--- src/hold_uart_rx.sv ---
// Shared constants and the serial byte receiver of the output hold supervisor
// Behaviour
// RQ1 - Values exchanged as serial data on RXD/TXD
// RQ2 - Link lost: keep driving last received value
// RQ3 - After recovery, wait for fresh value first
// RQ4 - CPU diagnostic error freezes the held output
// RQ5 - Auxiliary supply keeps output with modules removed
// RQ6 - No-fault output high without error, else low
// RQ7 - Diagnostics, supply, module or board loss: low
// RQ8 - Start value comes from configuration switches
// RQ9 - No valid frame within timeout means link lost
`timescale 1ns/100ps
`default_nettype none

// ----------------------------------------------------------------------------
// Package
// ----------------------------------------------------------------------------
package hold_sup_pkg;
  localparam int CLK_HZ = 10_000_000;
  localparam int BAUD_HZ = 9600;
  localparam int BIT_CYCLES = CLK_HZ / BAUD_HZ;
  localparam int TIMEOUT_MS = 100;
  localparam int TIMEOUT_CYCLES = (CLK_HZ / 1000) * TIMEOUT_MS;
  localparam int VALUE_W = 14;
  localparam int HALF_W = 7;
  localparam int MARK_BIT = 7;
  localparam int TX_FRAME_BITS = 10;
  localparam logic [7:0] REQ_BYTE = 8'h3f;
  localparam logic [13:0] OUT_RESET_VALUE = 14'h0000;
  localparam int SYNC_W = 5;
endpackage

// ----------------------------------------------------------------------------
// Serial byte receiver, 8 data bits, one stop bit
// ----------------------------------------------------------------------------
module hold_uart_rx #(
  parameter int BIT_CYCLES = hold_sup_pkg::BIT_CYCLES
) (
  input wire logic clk, // System clock
  input wire logic rst_n, // Synchronised reset, active low
  input wire logic ce, // Clock enable
  input wire logic rxd, // Already synchronised serial line
  output logic [7:0] data, // Received byte
  output logic valid, // One-cycle pulse, byte good
  output logic frame_err // One-cycle pulse, bad stop bit
);
  localparam int CW = $clog2(BIT_CYCLES + 1);

  typedef enum logic [3:0] {
    RX_IDLE = 4'b0001,
    RX_START = 4'b0010,
    RX_DATA = 4'b0100,
    RX_STOP = 4'b1000
  } rx_state_t;

  rx_state_t st_q;
  logic [CW-1:0] cnt_q;
  logic [2:0] bit_q;
  logic [7:0] sh_q;

  if (BIT_CYCLES < 4) begin : g_chk
    $error("BIT_CYCLES too small for mid-bit sampling");
  end

  // Sequencer; sampling at mid-bit tolerates some baud mismatch
  always_ff @(posedge clk or negedge rst_n) begin
    if (!rst_n) begin
      st_q <= RX_IDLE;
      cnt_q <= '0;
      bit_q <= 3'h0;
      sh_q <= 8'h00;
      valid <= 1'b0;
      frame_err <= 1'b0;
    end else if (ce) begin
      valid <= 1'b0;
      frame_err <= 1'b0;
      case (st_q)
        RX_IDLE: begin
          if (!rxd) begin
            st_q <= RX_START;
            cnt_q <= CW'(BIT_CYCLES / 2);
          end
        end
        RX_START: begin
          if (cnt_q == '0) begin
            cnt_q <= CW'(BIT_CYCLES - 1);
            bit_q <= 3'h0;
            st_q <= rxd ? RX_IDLE : RX_DATA; // Glitch rejected
          end else begin
            cnt_q <= cnt_q - CW'(1);
          end
        end
        RX_DATA: begin
          if (cnt_q == '0) begin
            sh_q <= {rxd, sh_q[7:1]}; // LSB first [RQ1]
            cnt_q <= CW'(BIT_CYCLES - 1);
            bit_q <= bit_q + 3'h1;
            if (bit_q == 3'h7) begin
              st_q <= RX_STOP;
            end
          end else begin
            cnt_q <= cnt_q - CW'(1);
          end
        end
        RX_STOP: begin
          if (cnt_q == '0) begin
            valid <= rxd;
            frame_err <= !rxd;
            st_q <= RX_IDLE;
          end else begin
            cnt_q <= cnt_q - CW'(1);
          end
        end
        default: st_q <= RX_IDLE;
      endcase
    end
  end

  assign data = sh_q;
endmodule // hold_uart_rx

`default_nettype wire

--- src/output_hold_fault_supervisor.sv ---
// Top of the output hold and fault supervisor
`timescale 1ns/100ps
`default_nettype none

module output_hold_fault_supervisor #(
  parameter int BIT_CYCLES = hold_sup_pkg::BIT_CYCLES,
  parameter int TIMEOUT_CYCLES = hold_sup_pkg::TIMEOUT_CYCLES
) (
  input wire logic SYS_CLK, // 10 MHz clock
  input wire logic RESET_N, // Async reset, active low
  input wire logic CE, // Clock enable, freezes state when low
  input wire logic RXD, // Serial data from main processor
  output logic TXD, // Serial data to main processor
  input wire logic CPU_DIAG_ERR, // Main CPU self-diagnostic error
  input wire logic SUPPLY_OK, // Controller supply present
  input wire logic AUX_SUPPLY_OK, // External auxiliary supply present
  input wire logic MAIN_BOARD_PRESENT, // Main board plugged
  input wire logic MODULE_SEATED, // This module plugged in its slot
  input wire logic [13:0] OUTPUT_START_VALUE_SWITCHES, // Configured start value
  output logic [13:0] OUT_VALUE, // Value to the U/I converter
  output logic OUT_ENABLE, // Analog output powered
  output logic LINK_OK, // Serial traffic present
  output logic NO_FAULT_OUTPUT_N // High when no error, low on error
);
  localparam int IW = $clog2(TIMEOUT_CYCLES + 1);
  localparam int BW = $clog2(BIT_CYCLES + 1);

  typedef enum logic [2:0] {
    ST_START = 3'b001,
    ST_UP = 3'b010,
    ST_LOST = 3'b100
  } link_state_t;

  if (TIMEOUT_CYCLES < 2 * BIT_CYCLES * hold_sup_pkg::TX_FRAME_BITS) begin : g_chk
    $error("TIMEOUT_CYCLES shorter than two serial frames");
  end

  // --------------------------------------------------------------------------
  // Reset release and pin synchronisers
  // --------------------------------------------------------------------------
  logic rst_n_q1, rst_n;
  logic [hold_sup_pkg::SYNC_W-1:0] pin_q1, pin_q2;
  logic [13:0] sw_q1, sw_q2;
  logic rxd_q1, rxd_q2;
  logic diag_s, supply_s, aux_s, board_s, seated_s;

  // Release is synchronous so no flop sees a partial reset edge
  always_ff @(posedge SYS_CLK or negedge RESET_N) begin
    if (!RESET_N) begin
      rst_n_q1 <= 1'b0;
      rst_n <= 1'b0;
    end else begin
      rst_n_q1 <= 1'b1;
      rst_n <= rst_n_q1;
    end
  end

  // Two flops on every pin except CE; first stage read only by the second
  always_ff @(posedge SYS_CLK or negedge rst_n) begin
    if (!rst_n) begin
      pin_q1 <= '0;
      pin_q2 <= '0;
      sw_q1 <= 14'h0000;
      sw_q2 <= 14'h0000;
      rxd_q1 <= 1'b1;
      rxd_q2 <= 1'b1;
    end else if (CE) begin
      pin_q1 <= {CPU_DIAG_ERR, SUPPLY_OK, AUX_SUPPLY_OK, MAIN_BOARD_PRESENT, MODULE_SEATED};
      pin_q2 <= pin_q1;
      sw_q1 <= OUTPUT_START_VALUE_SWITCHES;
      sw_q2 <= sw_q1;
      rxd_q1 <= RXD;
      rxd_q2 <= rxd_q1;
    end
  end

  assign {diag_s, supply_s, aux_s, board_s, seated_s} = pin_q2;

  // --------------------------------------------------------------------------
  // Receiver and value framing
  // --------------------------------------------------------------------------
  logic [7:0] rx_data;
  logic rx_valid, rx_err;
  logic [hold_sup_pkg::HALF_W-1:0] hi_q;
  logic hi_ok_q;
  logic [13:0] word_q;
  logic word_ok_q;

  hold_uart_rx #(
    .BIT_CYCLES(BIT_CYCLES)
  ) u_rx (
    .clk(SYS_CLK),
    .rst_n(rst_n),
    .ce(CE),
    .rxd(rxd_q2),
    .data(rx_data),
    .valid(rx_valid),
    .frame_err(rx_err)
  );

  // Marked high half then low half; a stray low half is dropped
  always_ff @(posedge SYS_CLK or negedge rst_n) begin
    if (!rst_n) begin
      hi_q <= '0;
      hi_ok_q <= 1'b0;
      word_q <= 14'h0000;
      word_ok_q <= 1'b0;
    end else if (CE) begin
      word_ok_q <= 1'b0;
      if (rx_err) begin
        hi_ok_q <= 1'b0;
      end else if (rx_valid && rx_data[hold_sup_pkg::MARK_BIT]) begin
        hi_q <= rx_data[hold_sup_pkg::HALF_W-1:0];
        hi_ok_q <= 1'b1;
      end else if (rx_valid && hi_ok_q) begin
        word_q <= {hi_q, rx_data[hold_sup_pkg::HALF_W-1:0]}; // [RQ1]
        word_ok_q <= 1'b1;
        hi_ok_q <= 1'b0;
      end
    end
  end

  // --------------------------------------------------------------------------
  // Link supervision
  // --------------------------------------------------------------------------
  link_state_t st_q;
  logic [IW-1:0] idle_q;
  logic expired;
  logic tx_req;

  assign expired = (idle_q == IW'(TIMEOUT_CYCLES - 1));
  assign tx_req = CE && expired && !word_ok_q && (st_q != ST_UP);

  // Silence counter, cleared by each complete value
  always_ff @(posedge SYS_CLK or negedge rst_n) begin
    if (!rst_n) begin
      idle_q <= '0;
    end else if (CE) begin
      if (word_ok_q || expired) begin
        idle_q <= '0; // Restart also paces the re-requests
      end else begin
        idle_q <= idle_q + IW'(1);
      end
    end
  end

  // Link state
  always_ff @(posedge SYS_CLK or negedge rst_n) begin
    if (!rst_n) begin
      st_q <= ST_START;
      LINK_OK <= 1'b0;
    end else if (CE) begin
      case (st_q)
        ST_START, ST_LOST: begin
          if (word_ok_q) begin
            st_q <= ST_UP; // Recovery only on a fresh value [RQ3]
            LINK_OK <= 1'b1;
          end else if (expired) begin
            st_q <= ST_LOST;
          end
        end
        ST_UP: begin
          if (expired && !word_ok_q) begin
            st_q <= ST_LOST; // [RQ9]
            LINK_OK <= 1'b0;
          end
        end
        default: st_q <= ST_START;
      endcase
    end
  end

  // --------------------------------------------------------------------------
  // Held output
  // --------------------------------------------------------------------------
  logic load_ok;
  assign load_ok = word_ok_q && !diag_s && supply_s;

  // Unpowered output falls to zero; otherwise it moves on fresh data when no diag error and main supply present, or to the switches in ST_START
  always_ff @(posedge SYS_CLK or negedge rst_n) begin
    if (!rst_n) begin
      OUT_VALUE <= hold_sup_pkg::OUT_RESET_VALUE;
      OUT_ENABLE <= 1'b0;
    end else if (CE) begin
      OUT_ENABLE <= supply_s || aux_s; // [RQ5]
      if (!supply_s && !aux_s) begin
        OUT_VALUE <= hold_sup_pkg::OUT_RESET_VALUE;
      end else if (load_ok) begin
        OUT_VALUE <= word_q; // Diag error or supply loss blocks this [RQ4] [RQ5]
      end else if (st_q == ST_START) begin
        OUT_VALUE <= sw_q2; // Start value before first data [RQ8]
      end
      // No other branch: the last value stays while traffic is gone [RQ2]
    end
  end

  // --------------------------------------------------------------------------
  // Fault message output
  // --------------------------------------------------------------------------
  logic fault;
  assign fault = diag_s || !supply_s || !seated_s || !board_s;

  // Registered so the pin never glitches between inputs
  always_ff @(posedge SYS_CLK or negedge rst_n) begin
    if (!rst_n) begin
      NO_FAULT_OUTPUT_N <= 1'b0;
    end else if (CE) begin
      NO_FAULT_OUTPUT_N <= !fault; // [RQ6] [RQ7]
    end
  end

  // --------------------------------------------------------------------------
  // Request transmitter
  // --------------------------------------------------------------------------
  logic [hold_sup_pkg::TX_FRAME_BITS-1:0] tx_sh_q;
  logic [3:0] tx_bits_q;
  logic [BW-1:0] tx_cnt_q;
  logic tx_busy;

  assign tx_busy = (tx_bits_q != 4'h0);

  // Asks the main processor for the current value while the link is down
  always_ff @(posedge SYS_CLK or negedge rst_n) begin
    if (!rst_n) begin
      tx_sh_q <= '1;
      tx_bits_q <= 4'h0;
      tx_cnt_q <= '0;
      TXD <= 1'b1;
    end else if (CE) begin
      if (!tx_busy) begin
        TXD <= 1'b1;
        if (tx_req) begin
          tx_sh_q <= {1'b1, hold_sup_pkg::REQ_BYTE, 1'b0}; // [RQ1] [RQ3]
          tx_bits_q <= 4'(hold_sup_pkg::TX_FRAME_BITS);
          tx_cnt_q <= BW'(BIT_CYCLES - 1);
        end
      end else begin
        TXD <= tx_sh_q[0];
        if (tx_cnt_q == '0) begin
          tx_sh_q <= {1'b1, tx_sh_q[hold_sup_pkg::TX_FRAME_BITS-1:1]};
          tx_bits_q <= tx_bits_q - 4'h1;
          tx_cnt_q <= BW'(BIT_CYCLES - 1);
        end else begin
          tx_cnt_q <= tx_cnt_q - BW'(1);
        end
      end
    end
  end
endmodule // output_hold_fault_supervisor

`default_nettype wire

--- config.mk ---
export PLATFORM = sky130hd
export DESIGN_NAME = output_hold_fault_supervisor
export DESIGN_NICKNAME = d
export VERILOG_FILES = /design/src/hold_uart_rx.sv /design/src/output_hold_fault_supervisor.sv
export SDC_FILE = /design/constraint.sdc
export NUM_CORES = 1
export LEC_CHECK = 0
export BUFFER_PORTS_ARGS = -buffer_cell sky130_fd_sc_hd__buf_2
export CORE_ASPECT_RATIO = 0.9
export CORE_MARGIN = 5
export CORE_UTILIZATION = 30
export DETAILED_ROUTE_END_ITERATION = 6
export GPL_ROUTABILITY_DRIVEN = 0
export GPL_TIMING_DRIVEN = 1
export MAX_ROUTING_LAYER = met4
export PLACE_DENSITY = 0.48
export SETUP_SLACK_MARGIN = 0.2
export SYNTH_ARGS = -nofsm -noshare
export SYNTH_HDL_FRONTEND = slang
export SYNTH_SLANG_ARGS = --single-unit
--- constraint.sdc ---
create_clock -name SYS_CLK -period 6 [get_ports SYS_CLK]
set_input_delay 1.2 -clock SYS_CLK [delete_from_list [all_inputs] [get_ports SYS_CLK]]
set_output_delay 1.2 -clock SYS_CLK [all_outputs]
set_load 0.005 [all_outputs]
==> results of run 1 <==
## through the flow
| stage | setup slack [ns] | power [mW] |
|---|---|---|
| floorplan | 1.30 | 1.73 |
| global route | 1.80 | 3.06 |
| finish | 2.10 | 2.89 |
| detailed placement | 1.57 | 1.86 |
| CTS | 2.04 | 2.93 |
| global placement | 1.72 | 1.83 |
## synth_stat cells, types with 11 or more instances
cell	n	area, um2
a21oi_1	18	90.1
clkbuf_1	11	41.3
dfrtp_1	144	3600
dfstp_2	14	368
inv_1	24	90.1
mux2_2	66	743
mux2i_1	23	230
nand2_1	44	165
nand3_1	18	90.1
nor2_1	44	165
o21ai_0	20	100
o2bb2ai_1	16	140
o31ai_1	18	135
xor2_1	12	105
## logic make-up (layout without fill, tap and decap cells)
logic type | after synthesis | in the layout | synth area share
other cells | 1 | 1 | 0.000512
xor+xnor | 19 | 19 | 0.0227
mux | 98 | 98 | 0.147
fa+ha+maj | 7 | 7 | 0.0120
buf+inv | 56 | 102 | 0.0350
compound gates | 112 | 112 | 0.109
flops | 158 | 158 | 0.542
simple gates | 179 | 179 | 0.132
## worst reg2reg max path, cell delays in order (launching register included)
cell and delay (ns):
dfrtp_1 0.41, nand4b_1 0.18, nor4b_1 0.67, nand4_2 0.55, a21boi_2 0.78, mux2_2 0.42
## power by group through the flow
stage          clock network [mW]  logic (mW)  registers (mW)
2_1_floorplan                   0       0.415            1.31
3_3_place_gp                    0       0.482            1.35
3_5_place_dp                    0       0.501            1.36
4_1_cts                      1.08       0.502            1.34
5_1_grt                      1.13       0.563            1.37
6_report                     1.05       0.496            1.34
## path summary, 6_finish.rpt
path	start	to	slack, ns	cells past startpoint
max	CE	tx_sh_q[8]	2.10	6
min	rst_n_q1	rst_n	0.36	0
max reg2reg	idle_q[7]	tx_sh_q[8]	2.92	5
min reg2reg	rst_n_q1	rst_n	0.36	0
max in group asynchronous	rst_n	tx_cnt_q[0]	4.31	1
min in group asynchronous	rst_n	sw_q2[0]	0.49	0
## registers in the layout, indices dropped and copies added (netlist names), 3 cells and up
register and flops:
st_q 3, sw_q2 14, hi_q 7, u_rx.bit_q 3
idle_q 20, u_rx.data 8, u_rx.cnt_q 11, tx_bits_q 4
pin_q1 5, tx_sh_q 9, pin_q2 5, OUT_VALUE 14
tx_cnt_q 11, word_q 14, sw_q1 14, u_rx.st_q 4
## layer usage
layer  part of all wire  track usage
met2               0.47        0.186
met5                  0            -
met1               0.49        0.155
met4             0.0068       0.0295
met3              0.035       0.0356
## final cells by class
class | count | area share
timing repair buffer | 46 | 0.0293
tap | 308 | 0.0461
clock buffer | 20 | 0.0522
multi-input combinational | 416 | 0.371
inverter | 24 | 0.0108
sequential | 158 | 0.475
clock inverter | 12 | 0.0154
==> qor.yml, run 1 <==
sta:
  setup_tns_ns: 0
  worstMarginPinSlew_ns: 1.15
  fmax_ghz: 0.256
  slew_viol_final: 0
  finalHoldViolations: 0
  rsz0062_at_grt: "no"
  finClkSkew_ns: 0.00982
  maxSlewHeadroom: 0.235
  holdWs_ns: 0.357
  setup_viol: 0
  finalCriticalPeriod_ns: 3.90
  finalCritPeriodShare: 0.650
detailed_routing:
  routed_wirelength_um: 15200
  drtPass1Iterations: 4
  drt-initial-drc-count: 299
  antenna_left: 0
  route.detailed.drc: 0
  wire_per_inst_um: 15.4
  vias: 4838
  vias_per_cell: 4.92
yosys:
  synth-async-reset-ratio: 1.00
  synth.cell_area_mm2: 0.00732
  syn_nets: 660
  synth_ff_type: "dfrtp_1"
  synth_edf_count: 0
  syn_area_per_cell_um2: 11.6
  synth.distinct_cells: 69
  ys_ff_latch: 158
  seq_area_frac_synth: 0.542
  syn-instance-count: 630
  yosysWarnings: 0
setup_path:
  worstSetupEndpointType: "flip-flop"
  worstPathCellList: "buf_2 -> inv_1 -> a211oi_1 -> nand4_2 -> a21boi_2 -> mux2_2"
  cp_top_family: "compound AO/OA/AOI/OAI gates"
  worstPathRequired_ns: 6.35
  cp_max_fo: 36
  crit_buf_inv: 2
  slowest_delay_ns: 0.77
  critical_path_class: "input pin to flip-flop"
  critPathSlowestCell: "a21boi_2"
  startpoint_type: "input pin"
  cp.arrival_ns: 4.25
global_routing:
  overflow: 0
  first_global_vias: 5057
  grt_pass1_wl_um: 25900
  grt_start_max_net_pins: 72
  antenna_found_initial: 0
  track_usage: 0.120
finish:
  fin_util: 0.347
  layout_common_cells: "dfrtp_1, mux2_2, nand2_1, nor2_1, buf_2"
  num-nets-final: 693
  fill_cells: 2339
  multi_input_area_mm2: 0.00310
  seqCellArea_mm2: 0.00398
  fin_cells: 984
  drive_above_1_share: 0.262
  area_growth_pct: 14.2
  layout_commonest_cell: "dfrtp_1"
  diodes: 0
  final_area_mm2: 0.00836
clock_network:
  clk-insertion-delay-late_ns: 0.43
  post-cts-setup-buffers: 0
  cts_root_buf: "clkbuf_16"
  cts_hold_buf: 0
  ctsResizeCount: 0
  clk_pin_slew_ns: 0.07
  htreeDepth: 4
  cts_buffer_depth: 2
  clock-sinks: 158
  cts_tree: "done"
  numCtsBuffers: 17
floorplanning:
  die_h_um: 158
  die_w_um: 175
  std_cell_rows: 54
  initial_core_util: 0.304
  io_pins: 41
  dieArea_mm2: 0.0276
  core_area_mm2: 0.0241
placed_design:
  placedCellCount: 952
  place.port_buffers: 40
  dpl_cell_area_mm2: 0.00780
  post-dp-hpwl_um: 10100
power:
  seqPwrFrac: 0.465
  power.switching_uw: 879
  p_leak_nw: 3.66
  comb_power_share: 0.172
  ir_drop_mv: 0.187
  switching_share: 0.304
  clockPowerShare: 0.363
  p_per_area_mw_per_mm2: 346
  cellInternalPower_mw: 2.01
min_path:
  hold_class: "flip-flop to flip-flop"
status:
  status: "finished clean"
job:
  maxCapViolations: 0
Note: power is estimated with default switching activity, not from simulation.
==> run 2, diff against run 1 <==
- PLACE_DENSITY: 0.48 -> 0.5
- clock period: 6 -> 3.22 ns (I/O delays scaled with it)
==> run 2 against run 1 <==
Against the previous run: sequential cell count unchanged; register-to-register slack got worse by 2.3 ns; global-route usage about the same; sequential share of layout area decreased by 1.1 points; first-iteration DRC count unchanged; worst setup slack got worse by 1.5 ns; via count increased by 1.5%; critical path depth unchanged; wire length increased by 0.41%; largest cell class unchanged; worst hold slack improved by 0.0051 ns; sequential power increased by 87%; critical path type is now flip-flop to flip-flop; clock power increased by 100%.
==> qor.yml, run 2 (same netlist as run 1, synthesis figures left out) <==
setup_path:
  startpoint_type: "flip-flop"
  slowest_delay_ns: 0.56
  cp_max_fo: 11
  worstPathCellList: "inv_1 -> ha_1 -> or4b_1 -> nor3_2 -> and3_1 -> mux2_1"
  cp.arrival_ns: 2.87
  crit_buf_inv: 1
  cp_top_family: "simple AND/OR/NAND/NOR gates"
  reg2reg_from: "u_rx.cnt_q[0]"
  setup.worst_path.start: "u_rx.cnt_q[0]"
  worstSetupEndpointType: "flip-flop"
  critPathSlowestCell: "or4b_1"
  worstPathRequired_ns: 3.52
  critical_path_class: "flip-flop to flip-flop"
detailed_routing:
  vias: 4910
  route.detailed.drc: 0
  drtPass1Iterations: 6
  antenna_left: 0
  routed_wirelength_um: 15200
  drt-initial-drc-count: 299
  vias_per_cell: 4.92
  wire_per_inst_um: 15.3
sta:
  maxSlewHeadroom: 0.545
  holdWs_ns: 0.362
  setup_viol: 0
  worstMarginPinSlew_ns: 0.677
  rsz0062_at_grt: "no"
  fmax_ghz: 0.389
  setup_tns_ns: 0
  finalCritPeriodShare: 0.799
  finClkSkew_ns: 0.0102
  slew_viol_final: 0
  finalCriticalPeriod_ns: 2.57
  finalHoldViolations: 0
job:
  maxCapViolations: 0
global_routing:
  first_global_vias: 5153
  grt_pass1_wl_um: 26200
  overflow: 0
  track_usage: 0.120
  antenna_found_initial: 0
  grt_start_max_net_pins: 52
status:
  status: "finished clean"
finish:
  layout_commonest_cell: "dfrtp_1"
  layout_common_cells: "dfrtp_1, mux2_2, nand2_1, nor2_1, buf_2"
  diodes: 0
  largest_register: "idle_q"
  num-nets-final: 706
  area_growth_pct: 16.9
  largest_reg_flops: 20
  drive_above_1_share: 0.279
clock_network:
  post-cts-setup-buffers: 0
  cts_tree: "done"
  clk-insertion-delay-late_ns: 0.42
  htreeDepth: 4
  cts_root_buf: "clkbuf_16"
  clk_pin_slew_ns: 0.07
  cts_buffer_depth: 2
  numCtsBuffers: 17
  clock-sinks: 158
floorplanning:
  core_area_mm2: 0.0241
  die_w_um: 175
  std_cell_rows: 54
  io_pins: 41
  dieArea_mm2: 0.0276
  die_h_um: 158
  initial_core_util: 0.304
min_path:
  worstHoldStart: "rst_n_q1"
  hold_class: "flip-flop to flip-flop"
power:
  p_per_area_mw_per_mm2: 655
  ir_drop_mv: 0.407
  p_leak_nw: 3.77
placed_design:
  place.port_buffers: 40
  post-dp-hpwl_um: 10400
## run 2: final cells by class
class                   count  area (um2)
clock inverters            15         219
repair buffers             59         358
clock buffers              17         425
well taps                 308         385
flip-flops and latches    158        3980
fillers                  2316       15600
multi-input cells         416        3100
inverters                  24        90.1
## run 2: worst paths after layout
path,to,slack [ns],depth (start not counted)
worst max-delay path,u_rx.data[5],0.65,6
worst min-delay path,rst_n,0.36,0
worst max register to register,u_rx.data[5],0.65,6
worst min register to register,rst_n,0.36,0
max in group asynchronous,hi_q[5],2.01,1
min in group asynchronous,sw_q2[0],0.37,0
## run 2: where the power goes
part / leakage, nW / switching [mW] / total, mW / internal [mW]
sequential: 1.96 / 0.267 / 2.50 / 2.23
clock: 0.315 / 0.942 / 2.15 / 1.21
combinational: 1.49 / 0.519 / 0.953 / 0.434
total: 3.77 / 1.73 / 5.60 / 3.87
## run 2: worst reg2reg max path, delay by kind of cell (launching register included)
| kind | cells | cell delay, ns |
|---|---|---|
| fa+ha+maj | 1 | 0.14 |
| buf+inv | 1 | 0.12 |
| flops | 1 | 0.42 |
| mux | 1 | 0.38 |
| simple gates | 3 | 1.38 |
## run 2: routing by layer
| metal | GRT usage | vias up | wire length (um) | part of all wire |
|---|---|---|---|---|
| li1 | - | 2359 | - | - |
| met3 | 0.0310 | 14 | 419 | 0.027 |
| met1 | 0.156 | 2466 | 7500 | 0.49 |
| met5 | - | - | 0 | 0 |
| met2 | 0.188 | 71 | 7150 | 0.47 |
| met4 | 0.0329 | 0 | 176 | 0.012 |
## run 2: through the flow
step | instance area [um2] | setup WS, ns | power (mW) | utilization | cells
floorplan | 7320 | 0.617 | 3.22 | - | 630
finish | 8550 | 0.649 | 5.60 | 0.355 | 997
global route | 8550 | 0.452 | 5.91 | 0.355 | 997
detailed placement | 7900 | 0.659 | 3.49 | 0.328 | 964
global placement | 7900 | 0.775 | 3.44 | 0.328 | 964
CTS | 8550 | 0.633 | 5.68 | 0.355 | 997
## run 2: what timing repair did
action	4_1_cts	5_1_grt
hold endpoints to repair	2	0
hold buffers	1	0
gates resized for setup	0	0
